## src/include/fims_consts.svh

```systemverilog
// Register offsets, field positions, reset values and sync depth of the fault interrupt block.
`ifndef FIMS_CONSTS_SVH
`define FIMS_CONSTS_SVH

// ==================================================================
// Register offsets
`define FIMS_OFS_MASK_ONE 8'h1E
`define FIMS_OFS_MASK_TWO 8'h1F
`define FIMS_OFS_MASK_STATE 8'h20

// ==================================================================
// Mask register one fields
`define FIMS_BIT_INPUT_VOLT 4
`define FIMS_BIT_AUX_RAIL 1
`define FIMS_BIT_THERMAL 0

// ==================================================================
// Mask register two fields
`define FIMS_BIT_SWITCH_OC 7
`define FIMS_BIT_TIMER 6
`define FIMS_BIT_HICCUP 5
`define FIMS_BIT_LIGHT_LOAD 4
`define FIMS_BIT_CONV_READY 3
`define FIMS_BIT_HIGH_IMP 2

// ==================================================================
// Mask and live state register fields
`define FIMS_BIT_BUS_ERROR 7
`define FIMS_BIT_IN_CC 6
`define FIMS_BIT_OUT_CC 5
`define FIMS_BIT_UNDER_V 4
`define FIMS_BIT_OVER_V 3

// ==================================================================
// Writable bit masks and reset values
`define FIMS_WMASK_ONE 8'h13
`define FIMS_WMASK_TWO 8'hFC
`define FIMS_RST_MASK_ONE 8'h00
`define FIMS_RST_MASK_TWO 8'h00
`define FIMS_RST_BUS_ERR 1'h0

// ==================================================================
// Synchroniser depth for inputs from other domains
`define FIMS_SYNC_STAGES 2

`endif

```

## src/include/fims_pkg.sv

```systemverilog
// Types shared by the fault interrupt block.
package fims_pkg;

  // ==================================================================
  // Power-on state code as reported in the live state field
  typedef enum logic [2:0] {
    FIMS_PWR_RESET = 3'h0,
    FIMS_PWR_SOFT_START = 3'h1,
    FIMS_PWR_REGULATING = 3'h2,
    FIMS_PWR_HICCUP = 3'h3,
    FIMS_PWR_LIGHT_LOAD_DIS = 3'h4
  } fims_power_state_e;

  typedef logic [7:0] fims_byte_t;

endpackage : fims_pkg

```

## src/design/fims_sync.sv

```systemverilog
// Bank of two-flop synchronisers for inputs from outside the clock domain.
`timescale 1ns/10ps
`include "fims_consts.svh"

module fims_sync #(
  parameter int WIDTH = 1
) (
  // Clock and reset
  input wire logic clk,
  input wire logic reset_n,
  // Data
  input wire logic [WIDTH-1:0] async_in,
  output logic [WIDTH-1:0] sync_out
);

  // ==================================================================
  // Synchroniser chains
  // The first stage is read only by the second stage, so a metastable
  // value never reaches combinational logic.
  genvar gi;
  generate
    for (gi = 0; gi < WIDTH; gi++) begin : g_bit
      logic [`FIMS_SYNC_STAGES-1:0] chain_q;
      logic [`FIMS_SYNC_STAGES-1:0] chain_d;
      always_comb begin
        chain_d = {chain_q[`FIMS_SYNC_STAGES-2:0], async_in[gi]};
      end
      always_ff @(posedge clk or negedge reset_n) begin
        if (!reset_n) begin
          chain_q <= '0;
        end else begin
          chain_q <= chain_d;
        end
      end
      assign sync_out[gi] = chain_q[`FIMS_SYNC_STAGES-1];
    end
  endgenerate

endmodule : fims_sync

```

## src/design/fims_top.sv

```systemverilog
// Fault and event interrupt masking with live converter state readback.
//
// Function
// - Input under/over-voltage drives interrupt low unless its mask bit is set.
// - Auxiliary rail overcurrent or undervoltage drives interrupt unless masked.
// - Thermal shutdown drives interrupt unless its mask bit is set.
// - Power switch overcurrent drives interrupt unless its mask bit is set.
// - Supervisory timer expiry drives interrupt unless its mask bit is set.
// - Hiccup state drives interrupt unless its mask bit is set.
// - Light-load disabled state drives interrupt unless its mask bit is set.
// - Rising edge of conversion ready drives interrupt unless masked.
// - Rising edge into high impedance drives interrupt unless masked.
// - Serial bus error drives interrupt unless its mask bit is set.
// - Status bit 6 shows live input current limiting.
// - Status bit 5 shows live output current regulation.
// - Status bits 4 and 3 show live under- and over-voltage, unlatched.
// - Three-bit power state field reports the converter power-on state code.
`timescale 1ns/10ps
`include "fims_consts.svh"

module fims_top (
  // Clock and reset
  input wire logic clk,
  input wire logic reset_n,
  // Register access from the serial bus engine
  input wire logic reg_wr_en,
  input wire logic reg_rd_en,
  input wire logic [7:0] reg_addr,
  input wire logic [7:0] reg_wdata,
  output logic [7:0] reg_rdata,
  // Fault and event sources from analog and converter control
  input wire logic input_under_voltage,
  input wire logic input_over_voltage,
  input wire logic aux_regulator_rail_fault,
  input wire logic thermal_shutdown,
  input wire logic switch_overcurrent,
  input wire logic timer_expired,
  input wire logic conversion_ready,
  input wire logic high_impedance_state,
  input wire logic input_current_limited,
  input wire logic output_current_limited,
  input wire logic [2:0] power_state,
  // Bus error pulse from the serial bus engine, same clock
  input wire logic serial_bus_error,
  // Interrupt pin
  output logic fault_interrupt_out_n
);

  // ==================================================================
  // Input synchronisation
  localparam int NSYNC = 13;
  logic [NSYNC-1:0] raw_in;
  logic [NSYNC-1:0] sync_in;
  logic uv_s;
  logic ov_s;
  logic aux_s;
  logic tsd_s;
  logic swoc_s;
  logic tmr_s;
  logic conv_s;
  logic hiz_s;
  logic in_cc_s;
  logic out_cc_s;
  logic [2:0] pwr_s;

  assign raw_in = {power_state, output_current_limited, input_current_limited, high_impedance_state,
                   conversion_ready, timer_expired, switch_overcurrent, thermal_shutdown,
                   aux_regulator_rail_fault, input_over_voltage, input_under_voltage};

  // The power state bits are synchronised one by one; the converter
  // changes one code at a time, so a torn code lasts one cycle at most.
  fims_sync #(
    .WIDTH(NSYNC)
  ) i_fims_sync (
    .clk(clk),
    .reset_n(reset_n),
    .async_in(raw_in),
    .sync_out(sync_in)
  );

  assign uv_s = sync_in[0];
  assign ov_s = sync_in[1];
  assign aux_s = sync_in[2];
  assign tsd_s = sync_in[3];
  assign swoc_s = sync_in[4];
  assign tmr_s = sync_in[5];
  assign conv_s = sync_in[6];
  assign hiz_s = sync_in[7];
  assign in_cc_s = sync_in[8];
  assign out_cc_s = sync_in[9];
  assign pwr_s = sync_in[12:10];

  // ==================================================================
  // Register state
  fims_pkg::fims_byte_t mask_one_q;
  fims_pkg::fims_byte_t mask_one_d;
  fims_pkg::fims_byte_t mask_two_q;
  fims_pkg::fims_byte_t mask_two_d;
  logic bus_err_mask_q;
  logic bus_err_mask_d;
  fims_pkg::fims_byte_t rdata_q;
  fims_pkg::fims_byte_t rdata_d;
  logic wr_one;
  logic wr_two;
  logic wr_state;
  logic rd_state;

  always_comb begin
    wr_one = 1'b0;
    wr_two = 1'b0;
    wr_state = 1'b0;
    if (reg_addr == `FIMS_OFS_MASK_ONE) begin
      wr_one = reg_wr_en;
    end else if (reg_addr == `FIMS_OFS_MASK_TWO) begin
      wr_two = reg_wr_en;
    end else if (reg_addr == `FIMS_OFS_MASK_STATE) begin
      wr_state = reg_wr_en;
    end
  end

  // A read and a write to the same register in one cycle return the old value,
  // because the read samples the register before the write edge lands.
  assign rd_state = reg_rd_en && (reg_addr == `FIMS_OFS_MASK_STATE);

  always_comb begin
    mask_one_d = mask_one_q;
    mask_two_d = mask_two_q;
    bus_err_mask_d = bus_err_mask_q;
    rdata_d = rdata_q;
    if (wr_one) begin
      mask_one_d = reg_wdata & `FIMS_WMASK_ONE;
    end
    if (wr_two) begin
      mask_two_d = reg_wdata & `FIMS_WMASK_TWO;
    end
    if (wr_state) begin
      bus_err_mask_d = reg_wdata[`FIMS_BIT_BUS_ERROR];
    end
    if (reg_rd_en) begin
      if (reg_addr == `FIMS_OFS_MASK_ONE) begin
        rdata_d = mask_one_q;
      end else if (reg_addr == `FIMS_OFS_MASK_TWO) begin
        rdata_d = mask_two_q;
      end else if (reg_addr == `FIMS_OFS_MASK_STATE) begin
        rdata_d = {bus_err_mask_q, in_cc_s, out_cc_s, uv_s, ov_s, pwr_s};
      end else begin
        rdata_d = 8'h00;
      end
    end
  end

  always_ff @(posedge clk or negedge reset_n) begin
    if (!reset_n) begin
      mask_one_q <= `FIMS_RST_MASK_ONE;
      mask_two_q <= `FIMS_RST_MASK_TWO;
      bus_err_mask_q <= `FIMS_RST_BUS_ERR;
      rdata_q <= 8'h00;
    end else begin
      mask_one_q <= mask_one_d;
      mask_two_q <= mask_two_d;
      bus_err_mask_q <= bus_err_mask_d;
      rdata_q <= rdata_d;
    end
  end

  assign reg_rdata = rdata_q;

  // ==================================================================
  // Pending events and interrupt pin
  // Edge events and bus errors stay pending until the live state register
  // is read; a new event in the clearing cycle wins over the clear.
  logic conv_prev_q;
  logic hiz_prev_q;
  logic conv_pend_q;
  logic conv_pend_d;
  logic hiz_pend_q;
  logic hiz_pend_d;
  logic berr_pend_q;
  logic berr_pend_d;
  logic irq_n_q;
  logic irq_n_d;
  logic conv_rise;
  logic hiz_rise;
  logic hiccup_s;
  logic ll_s;
  logic any_src;

  assign conv_rise = conv_s && !conv_prev_q;
  assign hiz_rise = hiz_s && !hiz_prev_q;
  assign hiccup_s = (pwr_s == fims_pkg::FIMS_PWR_HICCUP);
  assign ll_s = (pwr_s == fims_pkg::FIMS_PWR_LIGHT_LOAD_DIS);

  always_comb begin
    conv_pend_d = (conv_pend_q && !rd_state) || conv_rise;
    hiz_pend_d = (hiz_pend_q && !rd_state) || hiz_rise;
    berr_pend_d = (berr_pend_q && !rd_state) || serial_bus_error;
    any_src = ((uv_s || ov_s) && !mask_one_q[`FIMS_BIT_INPUT_VOLT])
            || (aux_s && !mask_one_q[`FIMS_BIT_AUX_RAIL])
            || (tsd_s && !mask_one_q[`FIMS_BIT_THERMAL])
            || (swoc_s && !mask_two_q[`FIMS_BIT_SWITCH_OC])
            || (tmr_s && !mask_two_q[`FIMS_BIT_TIMER])
            || (hiccup_s && !mask_two_q[`FIMS_BIT_HICCUP])
            || (ll_s && !mask_two_q[`FIMS_BIT_LIGHT_LOAD])
            || (conv_pend_q && !mask_two_q[`FIMS_BIT_CONV_READY])
            || (hiz_pend_q && !mask_two_q[`FIMS_BIT_HIGH_IMP])
            || (berr_pend_q && !bus_err_mask_q);
    irq_n_d = !any_src;
  end

  always_ff @(posedge clk or negedge reset_n) begin
    if (!reset_n) begin
      conv_prev_q <= 1'b0;
      hiz_prev_q <= 1'b0;
      conv_pend_q <= 1'b0;
      hiz_pend_q <= 1'b0;
      berr_pend_q <= 1'b0;
      irq_n_q <= 1'b1;
    end else begin
      conv_prev_q <= conv_s;
      hiz_prev_q <= hiz_s;
      conv_pend_q <= conv_pend_d;
      hiz_pend_q <= hiz_pend_d;
      berr_pend_q <= berr_pend_d;
      irq_n_q <= irq_n_d;
    end
  end

  assign fault_interrupt_out_n = irq_n_q;
endmodule : fims_top

```

## config.mk

```make
export PLATFORM = sky130hd
export DESIGN_NAME = fims_top
export DESIGN_NICKNAME = d
export VERILOG_FILES = /design/src/include/fims_pkg.sv /design/src/design/fims_sync.sv /design/src/design/fims_top.sv
export VERILOG_INCLUDE_DIRS = /design/src /design/src/include
export SDC_FILE = /design/constraint.sdc
export NUM_CORES = 1
export LEC_CHECK = 0
export BUFFER_PORTS_ARGS = -buffer_cell sky130_fd_sc_hd__buf_2
export CAP_MARGIN = 10
export CORE_MARGIN = 5
export CORE_UTILIZATION = 54
export CTS_BUF_LIST = sky130_fd_sc_hd__clkbuf_4
export DETAILED_ROUTE_END_ITERATION = 8
export GPL_TIMING_DRIVEN = 0
export PLACE_DENSITY = 0.79
export SLEW_MARGIN = 20
export SYNTH_ARGS = -nofsm -noshare
export SYNTH_HDL_FRONTEND = slang
export SYNTH_SLANG_ARGS = --single-unit
```

## constraint.sdc

```tcl
create_clock -name clk -period 1.2 [get_ports clk]
set_input_delay 0.06 -clock clk [delete_from_list [all_inputs] [get_ports clk]]
set_output_delay 0.06 -clock clk [all_outputs]
set_load 0.05 [all_outputs]
```

[Word-level counts from Yosys, hierarchy flattened]
Cells that the tools add are included.
Storage, ports and cells
  output and inout port bits: 9
  bits in writable memories: 0
  ROM bits: 0
  flip-flop bits (word level): 50
  memories kept: 0
  bits in latches: 0
Operators by class
  shift-type cells: 0
  magnitude comparators: 0
  div/mod/pow operators: 0
  bitwise logic cells: 0
  multiplexer cells: 9
  reductions and logical operators: 43
  $mul: 0
  equality and inequality tests: 5
  $add $sub $neg: 0
Operators with widths (number)
  $mux W8: 3
  $eq A8 B5 Y1 const B: 2
  $logic_and A1 B1 Y1: 16
  $logic_not A1 Y1: 14
  $logic_or A1 B1 Y1: 13
  $eq A8 B6 Y1 const B: 1
  $mux W1: 6
  $eq A3 B2 Y1 const B: 1
  $eq A3 B3 Y1 const B: 1

[Longest topological paths before layout]
Gate-level depths: netlist of run 1.
  word-level depth: 12
  depth in mapped cells: 5

[Hierarchy]
Synthesis of run 1 repeated with hierarchy kept, for this count alone.
Unflattened totals
  cells, all modules: 125
  area, all modules: 1838.0 um2
Modules (own cells, without submodules)
  fims_top: area each 1089.8 um2, times used 1, cells each 86
  fims_sync: area each 748.2 um2, times used 1, cells each 39

[Worst setup path before layout of run 1]
OpenSTA, ideal clock, no wires.
  path kind: in2reg
  start: input reg_addr[7]
  end: register mask_two_q[2]
  data required time: 1075 ps
  buffers on the path: 2
  stages: 5
  arrival: 1612 ps
  path slack: -537 ps
  cell sequence: or4b_1 buf_2 or4_4 buf_6 mux2_4
Between the ends
  word-level cells in the longest chain between the ends: 3
  elaborated cells on any way between the ends: 4
  classes of those cells: 2 x eq/ne; 2 x mux
RTL lines
  from (decl): line fims_top.sv:28  | input wire logic [7:0] reg_addr,
  $eq A8 B5 Y1 (no line)
  $mux W1: line fims_top.sv:114  | end else if (reg_addr == `FIMS_OFS_MASK_TWO) begin
  $mux W1 (*): line fims_top.sv:112  | if (reg_addr == `FIMS_OFS_MASK_ONE) begin
  to (signal assigned): line fims_top.sv:155  | mask_two_q <= `FIMS_RST_MASK_TWO;
  to (signal assigned): line fims_top.sv:160  | mask_two_q <= mask_two_d;
  to (decl): line fims_top.sv:97  | fims_pkg::fims_byte_t mask_two_q;
Every way passes the cells marked *; elsewhere a longest branch is shown, timed or not.
A chain may end at the register's enable or synchronous reset.

[Worst setup path after layout of run 1]
  start: input reg_addr[5]
  end: register mask_two_q[2]
Same word-level chain as after synthesis.

==> results of run 1 <==
==> routing by layer <==
layer / global-route usage, % / part of all wire [%]
met5: 0 / 0
met2: 32.88 / 53
met1: 22.72 / 38
met4: 6.329 / 1.8
met3: 6.323 / 7.0
==> cell usage after synthesis, drive strengths merged, types with 2 or more instances <==
master / n / area (sq um)
nor2b: 7 / 43.79
nor3: 3 / 15.01
inv: 11 / 41.29
mux2: 10 / 135.1
o22ai: 2 / 12.51
a221o: 7 / 70.07
nor2: 2 / 7.510
buf: 2 / 16.26
nor4: 4 / 25.02
nand4: 3 / 18.77
nand2b: 4 / 25.02
dfrtp: 49 / 1226
==> per-stage QoR <==
step | setup WS [ps] | utilization, % | instance area (sq um) | total power [mW]
after floorplan | -535.6 | - | 1777 | 1.855
after global placement | -680.9 | 65.81 | 2042 | 1.961
after detailed placement | -693.8 | 65.81 | 2042 | 1.970
after CTS | -178.7 | 77.78 | 2414 | 3.159
after global routing | -146.2 | 78.10 | 2424 | 3.287
final | -183.7 | 78.10 | 2424 | 3.140
==> worst register-to-register path, cell delays in order (launching register included) <==
cell	delay [ps]
dfrtp_1	420
nand2b_1	130
o221ai_1	120
nor4_1	250
==> registers in the layout (all words and copies together) (netlist names) <==
register / cells
conv_prev_q: 1
bus_err_mask_q: 1
fault_interrupt_out_n: 1
i_fims_sync.g_bit.chain_q: 26
hiz_pend_q: 1
hiz_prev_q: 1
reg_rdata: 8
mask_one_q: 3
conv_pend_q: 1
berr_pend_q: 1
mask_two_q: 6
==> how the worst max path moves through the flow <==
stage,start,end,cells past startpoint
floorplan,reg_addr[7],mask_two_q[2],5
global placement,reg_addr[7],mask_two_q[2],6
detailed placement,reg_addr[7],mask_two_q[4],6
CTS,reg_addr[5],mask_two_q[4],4
global route,reg_addr[5],mask_two_q[5],4
finish,reg_addr[5],mask_two_q[2],4
==> where the power goes <==
part           internal (mW)  total, mW  switching, mW
clock network          0.642       1.14          0.494
registers               1.75       1.78         0.0317
logic                  0.126      0.223         0.0966
total                   2.52       3.14          0.622
==> area by class of cell <==
type	count	area, sq um	share of cell area, %
inverter	11	41.29	1.704
sequential	50	1252	51.68
clock buffer	5	37.54	1.549
timing repair buffer	69	489.2	20.19
clock inverter	3	63.81	2.633
buffer	1	5.005	0.2065
multi-input combinational	54	479.2	19.77
tap	44	55.05	2.272
==> kinds of logic after synthesis <==
family,Yosys count,share of synthesized area [%]
AOI/OAI and AO/OA,14,7.083
muxes,11,8.215
and+or+nand+nor,29,10.34
DFF,50,70.89
buffers and inverters,14,3.470
==> repair_timing <==
item	4_1_cts	5_1_grt
pin swaps	3	1
cloned	0	0
endpoints found under the setup margin	21	11
setup buffers	4	0
resized for setup	7	2
hold buffers	23	0
hold endpoints to repair	73	0
==> summary.md, run 1 <==
| Metric | Value |
|---|---|
| Outcome | finished with violations |
| Failing checks | negative setup slack |
| Routability congestion estimate | 0.7728 |
| Initial Utilization | 56.94% |
| Setup TNS | -1054 ps |
| TritonRoute pass-1 iters | 4 |
| Placeable Area | 3103 sq um |
| Final hold violations | 0 |
| Ys flop type | dfrtp_1 |
| Syn Std Cell Area | 1767 sq um |
| RSZ-0062 raised after global routing | yes |
| CP max FO | 6 |
| Hold EP | bus_err_mask_q |
| R2r startpoint | mask_two_q[7] |
| Nets | 226 |
| Crit end category | flip-flop |
| DRT iter0 DRCs | 48 |
| Layout area overhead | 37.18% |
| Syn Area/Cell | 14.97 sq um |
| HP Class | in2reg |
| CTS clock-pin slew for the worst setup and hold paths | 130 ps |
| Die area | 4516 sq um |
| Startpoint Class | input port |
| Crit path kind | in2reg |
| Hold Crit Depth | 3 |
| IO buf count | 42 |
| Crit-path cells | buf_6 -> or4b_4 -> or4_4 -> mux2_4 |
| Initial antenna violation count | 0 |
| Max-slew headroom | 60.89% |
| Family with the most delay on the worst path | simple AND/OR/NAND/NOR gates |
| H-tree Lvls | 2 |
| Peak supply drop | 0.001251 V |
| First-pass GRT wire length | 6244 um |
| Synth warn | 0 |
| Total gr overflow | 0 |
| Post-route ant nets | 0 |
| Worst Skew | 10.89 ps |
| Worst path bufs/invs | 1 |
| Pin count of the biggest net entering global routing | 51 |
| R2R cell count | 3 |
| Min Tclk post-route | 1384 ps |
| Fin Hold WS | 65.20 ps |
| Row count | 20 |
| Post-synth ARST share | 100.0% |
| Yosys reg bits | 50 |
| Layout cells sized above 1 | 35.75% |
| Commonest non-fill, non-tap cells in the layout | dfrtp_1 (49), buf_2 (39), dlygate4sd3_1 (23) |
| Die width | 67.20 um |
| Sink Count | 50 |
| Sequential share of the synthesized area | 70.89% |
| Total length of routed wires | 3638 um |
| TritonCTS clock tree | built |
| Vias per cell | 5.203 |
| Global-route usage over all layers | 19.17% |
| Number of global-route vias before repair | 1379 |
| Clk Latency, worst-skew pair | 360 ps |
| Hold_sp | reg_wr_en |
| Worst stage delay on the critical path | 600 ps |
| Clk root buf | clkbuf_4 |
| Ports | 43 |
| Final period util | 115.3% |
| Num CTS Buffers | 5 |
| Synth Instances | 118 |
| Final Max Slew Viols | 0 |
| Die Ht | 67.20 um |
| Clk buf depth | 2 |
| Slowest stage cell, crit path | or4_4 |
| Fmax | 0.7227 GHz |
| DRC Markers | 0 |
| Total number of vias | 1233 |
| Reg2reg setup slack | 190 ps |
| Placed Instances | 204 |
| DR WL/cell | 15.35 um |
| Detail Placement HPWL | 2377 um |
| Final setup viols | 6 |
| Reg2reg end | fault_interrupt_out_n |
| Leakage | 1.229 nW |
| Syn_nets | 152 |
| Slew @ Worst Pin | 586.6 ps |
| Post-synth cell types | 28 |
| Most common cell after layout, fill and taps aside | dfrtp_1 |
| EDFF count, synth | 0 |
| Worst Slack Setup Final | -183.7 ps |
| Critical Path RT | 1450 ps |
| WP data arrival | 1640 ps |
| N_diodes | 0 |
| Pwr/cell area | 1295 nW/um^2 |
| Post-Layout Cell Count | 237 |
| Fillcell total | 206 |
| MaxCap Viol Count | 0 |
(Power assumes the default switching activity.)
==> run 2, diff against run 1 <==
Settings changed: CORE_MARGIN 5 to 4, CTS_CLUSTER_SIZE from default to 16.
==> run 2 against run 1 <==
Compared with the run above: the flow still finishes with violations (negative setup slack); sequential power barely moved; combinational power rose by 2%; sequential share of layout area rose by 0.62 points; design area fell by 1.2%; fmax fell by 0.17%; non-clock buffer count fell by 2; setup slack got worse by 2.4 ps; register-to-register slack barely moved; via count fell by 4.1%; sequential cell count did not move; clock skew fell by 2.4 ps; die area fell by 5.9%; critical path type unchanged; largest cell class unchanged; highest routed layer unchanged.
==> summary.md, run 2 (same netlist as run 1, synthesis figures left out) <==
| Metric | Value |
|---|---|
| Peak supply drop | 0.001008 V |
| Int Power | 2.369 mW |
| Startpoint Class | input port |
| Slowest stage cell, crit path | or4_4 |
| Clk buf depth | 2 |
| DR WL/cell | 15.20 um |
| Sw Ratio | 20.06% |
| HP Class | in2reg |
| Initial Utilization | 56.94% |
| Register area | 1252 sq um |
| N_diodes | 0 |
| Largest reg by FF count | i_fims_sync.g_bit.chain_q |
| Sink Count | 50 |
| Die Ht | 65.20 um |
| Max-slew headroom | 56.18% |
| Worst stage delay on the critical path | 590 ps |
| TritonRoute pass-1 iters | 5 |
| Clk Latency, worst-skew pair | 360 ps |
| Worst Skew | 8.517 ps |
| Crit path kind | in2reg |
| DRT met1 WL | 1490 um |
| Reg power frac | 60.1% |
| Routability congestion estimate | 0.7555 |
| Slew @ Worst Pin | 652.3 ps |
| WP data arrival | 1630 ps |
| Psw | 0.5945 mW |
| Number of global-route vias before repair | 1251 |
| Global-route usage over all layers | 18.86% |
| DRT iter0 DRCs | 44 |
| Final setup viols | 14 |
| Total length of routed wires | 3571 um |
| Worst path bufs/invs | 1 |
| Placed Instances | 204 |
| Detail Placement HPWL | 2303 um |
| Clk root buf | clkbuf_4 |
| Final period util | 115.5% |
| Family with the most delay on the worst path | simple AND/OR/NAND/NOR gates |
| Die width | 65.20 um |
| Worst Slack Setup Final | -186.0 ps |
| Crit-path cells | buf_6 -> or4b_4 -> or4_4 -> mux2_4 |
| Commonest non-fill, non-tap cells in the layout | dfrtp_1 (49), buf_2 (37), dlygate4sd3_1 (23) |
| Nets | 224 |
| H-tree Lvls | 2 |
| Critical Path RT | 1450 ps |
| Final hold violations | 0 |
| Outcome | finished with violations |
| Post-route ant nets | 0 |
| Pin count of the biggest net entering global routing | 51 |
| Max reg flops | 26 |
| Pwr/cell area | 1237 nW/um^2 |
| Crit end category | flip-flop |
| Initial antenna violation count | 0 |
| Total number of vias | 1183 |
| Worst slack, placed | -700.0 ps |
| Fmax | 0.7215 GHz |
| Met3 wire len | 183 um |
| Fillcell total | 209 |
| Met2 wire len | 1846 um |
| Top sig layer | met4 |
| Post-Layout Cell Count | 235 |
| RSZ-0062 raised after global routing | yes |
| Ports | 43 |
| First-pass GRT wire length | 5809 um |
| Min Tclk post-route | 1386 ps |
| Vias per cell | 5.034 |
| Final core utilization | 77.18% |
| Placeable Area | 3103 sq um |
| Failing checks | negative setup slack |
| Die area | 4251 sq um |
| DRC Markers | 0 |
| Final Max Slew Viols | 0 |
| Leakage | 1.210 nW |
| Layout area overhead | 35.55% |
| Layout cells sized above 1 | 35.08% |
| Total gr overflow | 0 |
| Most common cell after layout, fill and taps aside | dfrtp_1 |
| IO buf count | 42 |
| CP max FO | 6 |
| Setup TNS | -1429 ps |
| Row count | 20 |
| Clk network pwr share | 32.2% |
| TritonCTS clock tree | built |
| Footprint of the multi-input gates | 479.2 sq um |
| Num CTS Buffers | 5 |
| CTS clock-pin slew for the worst setup and hold paths | 130 ps |
| Combinational power share | 7.7% |
| MaxCap Viol Count | 0 |
## run 2: cell count changes in the layout (fill, tap and decap cells not counted), sizes merged
cell,before,now
buf,46,44
bufinv,2,1
clkbuf,6,8
clkinv,1,0
## run 2: timing repair
item | CTS | global route
endpoints found under the hold margin | 73 | 0
endpoints found under the setup margin | 15 | 18
pin swaps | 2 | 3
hold buffers | 23 | 0
resized for setup | 4 | 7
setup buffers | 1 | 1
## run 2: per-layer routing
metal  track usage (%)  up-vias
met1             22.85      572
met3             5.641        6
li1                  -      566
met2             31.86       39
met4             6.995        0
met5                 0        -
## run 2: path summary, 6_finish.rpt
path / to / start / depth (start not counted) / slack (ps)
worst max-delay path: mask_two_q[4] / reg_addr[7] / 4 / -190
worst min-delay path: bus_err_mask_q / reg_wr_en / 3 / 60
worst max register to register: reg_rdata[4] / mask_two_q[4] / 3 / 190
worst min register to register: i_fims_sync.g_bit[9].chain_q[1] / i_fims_sync.g_bit[9].chain_q[0] / 0 / 360
max in group asynchronous: reg_rdata[0] / reset_n / 2 / 570
min in group asynchronous: reg_rdata[5] / reset_n / 2 / 240
## run 2: cell type report
type	instances	area share [%]
Clock inverter	1	1.254
Clock buffer	7	2.194
Sequential cell	50	52.30
Inverter	11	1.724
Multi-Input combinational cell	54	20.01
Tap cell	44	2.299
Timing Repair Buffer	67	20.01
Buffer	1	0.2090
## run 2: power groups by stage
stage	clock network, mW	logic [mW]	registers (mW)
finish	0.953	0.228	1.78
global route	1.05	0.256	1.79
CTS	0.986	0.218	1.78
global placement	0	0.150	1.81
detailed placement	0	0.158	1.81
floorplan	0	0.0506	1.80
## run 2: stage by stage
| step | power (mW) | hold slack, ps | cell area (sq um) |
|---|---|---|---|
| finish | 2.964 | 60.94 | 2395 |
| floorplan | 1.855 | -235.6 | 1777 |
| CTS | 2.986 | 46.89 | 2360 |
| global route | 3.096 | 52.83 | 2395 |
| global placement | 1.960 | 167.3 | 2042 |
| detailed placement | 1.972 | 169.3 | 2042 |
## run 2: worst min-delay path, cell delays in order
cell and delay, ps:
buf_2 110, nand4_1 70, mux2_2 150
==> run 3, diff against run 2 <==
==> constraint.sdc (replaced) <==
create_clock -name clk -period 1.2 [get_ports clk]
set_input_delay 0.06 -clock clk [delete_from_list [all_inputs] [get_ports clk]]
set_output_delay 0.06 -clock clk [all_outputs]
set_load 0.1 [all_outputs]
==> run 3 against run 2 <==
Compared with the run above: the flow still finishes with violations (negative setup slack); non-clock buffer count did not move; power shrank 2.4%; clock-buffer cell count decreased by 2; clock skew barely moved; sequential cell count unchanged; hold slack improved by 25 ps; core utilization rose by 0.24 points; final cell count down 0.43%; clock power decreased by 6.8%; critical path type unchanged; largest power group unchanged.
==> summary.md, run 3 (same netlist as run 1, synthesis figures left out) <==
| Metric | Value |
|---|---|
| Layout area overhead | 35.98% |
| Reg2reg setup slack | 220 ps |
| Clk Latency, worst-skew pair | 350 ps |
| Placed Instances | 204 |
| Sink Count | 50 |
| Reg2reg end | reg_rdata[4] |
| Initial Utilization | 56.94% |
| Nets | 224 |
| Final setup viols | 11 |
| Vias per cell | 5.154 |
| Number of global-route vias before repair | 1279 |
| Pin count of the biggest net entering global routing | 51 |
| Slew @ Worst Pin | 749.1 ps |
| Clk root buf | clkbuf_4 |
| WP data arrival | 1620 ps |
| Die area | 4251 sq um |
| Footprint of the multi-input gates | 467.9 sq um |
| TritonRoute pass-1 iters | 4 |
| Most common cell after layout, fill and taps aside | dfrtp_1 |
| R2R cell count | 3 |
| Final hold violations | 0 |
| Placeable Area | 3103 sq um |
| Crit end category | flip-flop |
| Die width | 65.20 um |
| Failing checks | negative setup slack |
| Hold EP | bus_err_mask_q |
| Total gr overflow | 0 |
| R2r startpoint | mask_two_q[4] |
| Critical Path RT | 1450 ps |
| Fillcell total | 216 |
| Detail Placement HPWL | 2347 um |
| Worst Skew | 8.256 ps |
| First-pass GRT wire length | 5754 um |
| Max-slew headroom | 49.68% |
| Pwr/cell area | 1204 nW/um^2 |
| Total number of vias | 1206 |
| Num CTS Buffers | 5 |
| Layout cells sized above 1 | 38.42% |
| Leakage | 1.183 nW |
| Commonest non-fill, non-tap cells in the layout | dfrtp_1 (41), buf_2 (31), dlygate4sd3_1 (23) |
| Setup TNS | -1556 ps |
| TritonCTS clock tree | built |
| Crit-path cells | buf_6 -> or4b_4 -> or4_4 -> mux2_4 |
| Startpoint Class | input port |
| DRC Markers | 0 |
| Row count | 20 |
| DRT iter0 DRCs | 54 |
| N_diodes | 0 |
| Ports | 43 |
| Routability congestion estimate | 0.7540 |
| Initial antenna violation count | 0 |
| Final period util | 114.8% |
| CTS clock-pin slew for the worst setup and hold paths | 120 ps |
| Outcome | finished with violations |
| Post-Layout Cell Count | 234 |
| Worst stage delay on the critical path | 600 ps |
| Hold_sp | reg_wr_en |
| HP Class | in2reg |
| Largest reg by FF count | i_fims_sync.g_bit.chain_q |
| Total length of routed wires | 3481 um |
| Register area | 1262 sq um |
| Min Tclk post-route | 1378 ps |
| Hold Crit Depth | 3 |
| Global-route usage over all layers | 18.38% |
| DR WL/cell | 14.88 um |
| RSZ-0062 raised after global routing | yes |
| Fmax | 0.7258 GHz |
| Slowest stage cell, crit path | or4_4 |
| Clk buf depth | 2 |
| Final Max Slew Viols | 0 |
| Peak supply drop | 0.0009714 V |
| IO buf count | 42 |
| Max reg flops | 26 |
| Die Ht | 65.20 um |
| Crit path kind | in2reg |
| Worst Slack Setup Final | -177.8 ps |
| MaxCap Viol Count | 0 |
| CP max FO | 6 |
| Final core utilization | 77.42% |
| H-tree Lvls | 2 |
| Post-route ant nets | 0 |
run 3: changes by cell type in the layout (fill, tap and decap cells not counted), sizes merged:
cell / previous run / this run
clkinv: 0 / 1
clkbuf: 8 / 6
run 3: how the worst max path moves through the flow:
stage	cells past startpoint	endpoint	slack, ps	from
2_1_floorplan	5	mask_two_q[2]	-540	reg_addr[7]
3_3_place_gp	6	mask_two_q[7]	-680	reg_addr[7]
3_5_place_dp	6	mask_two_q[2]	-690	reg_addr[7]
4_1_cts	4	mask_two_q[4]	-200	reg_addr[5]
5_1_grt	4	reg_rdata[5]	-170	reg_addr[5]
6_report	4	mask_two_q[4]	-180	reg_addr[5]
run 3: cell type report:
type	instances	area share, %
Buffer	1	0.2083
Clock buffer	5	1.563
Clock inverter	2	1.406
Inverter	11	1.719
Multi-Input combinational cell	54	19.48
Sequential cell	50	52.55
Tap cell	44	2.292
Timing Repair Buffer	67	20.78
run 3: routing by layer:
layer / wire length, um / global-route usage [%]
met1: 1514 / 22.82
met2: 1732 / 30.34
met3: 182 / 5.128
met4: 51 / 7.513
met5: 0 / 0
run 3: where the power goes:
group | total, mW | internal, mW | switching [mW]
registers | 1.78 | 1.75 | 0.0337
clock network | 0.888 | 0.422 | 0.466
logic | 0.222 | 0.126 | 0.0954
total | 2.89 | 2.30 | 0.595
run 3: worst max-delay path: cells and delay by family:
kind	cells	cell delay, ps
buf+inv	1	90
mux	1	330
simple gates	2	1140
run 3: timing repair:
action / in CTS / in global routing
gates cloned: 0 / 0
setup endpoints to repair: 23 / 16
buffers inserted: 2 / 0
pin swaps: 2 / 1
hold buffers: 23 / 0
endpoints found under the hold margin: 73 / 0
resized for setup: 13 / 4
run 3: stage by stage:
step	area [sq um]	setup slack [ps]	power [mW]	hold slack (ps)
final	2402	-177.8	2.892	85.63
after floorplan	1787	-535.6	1.857	-235.6
after detailed placement	2052	-695.0	1.974	169.3
after CTS	2390	-198.1	2.918	67.00
after global routing	2402	-165.5	3.048	67.52
after global placement	2052	-677.9	1.962	167.2
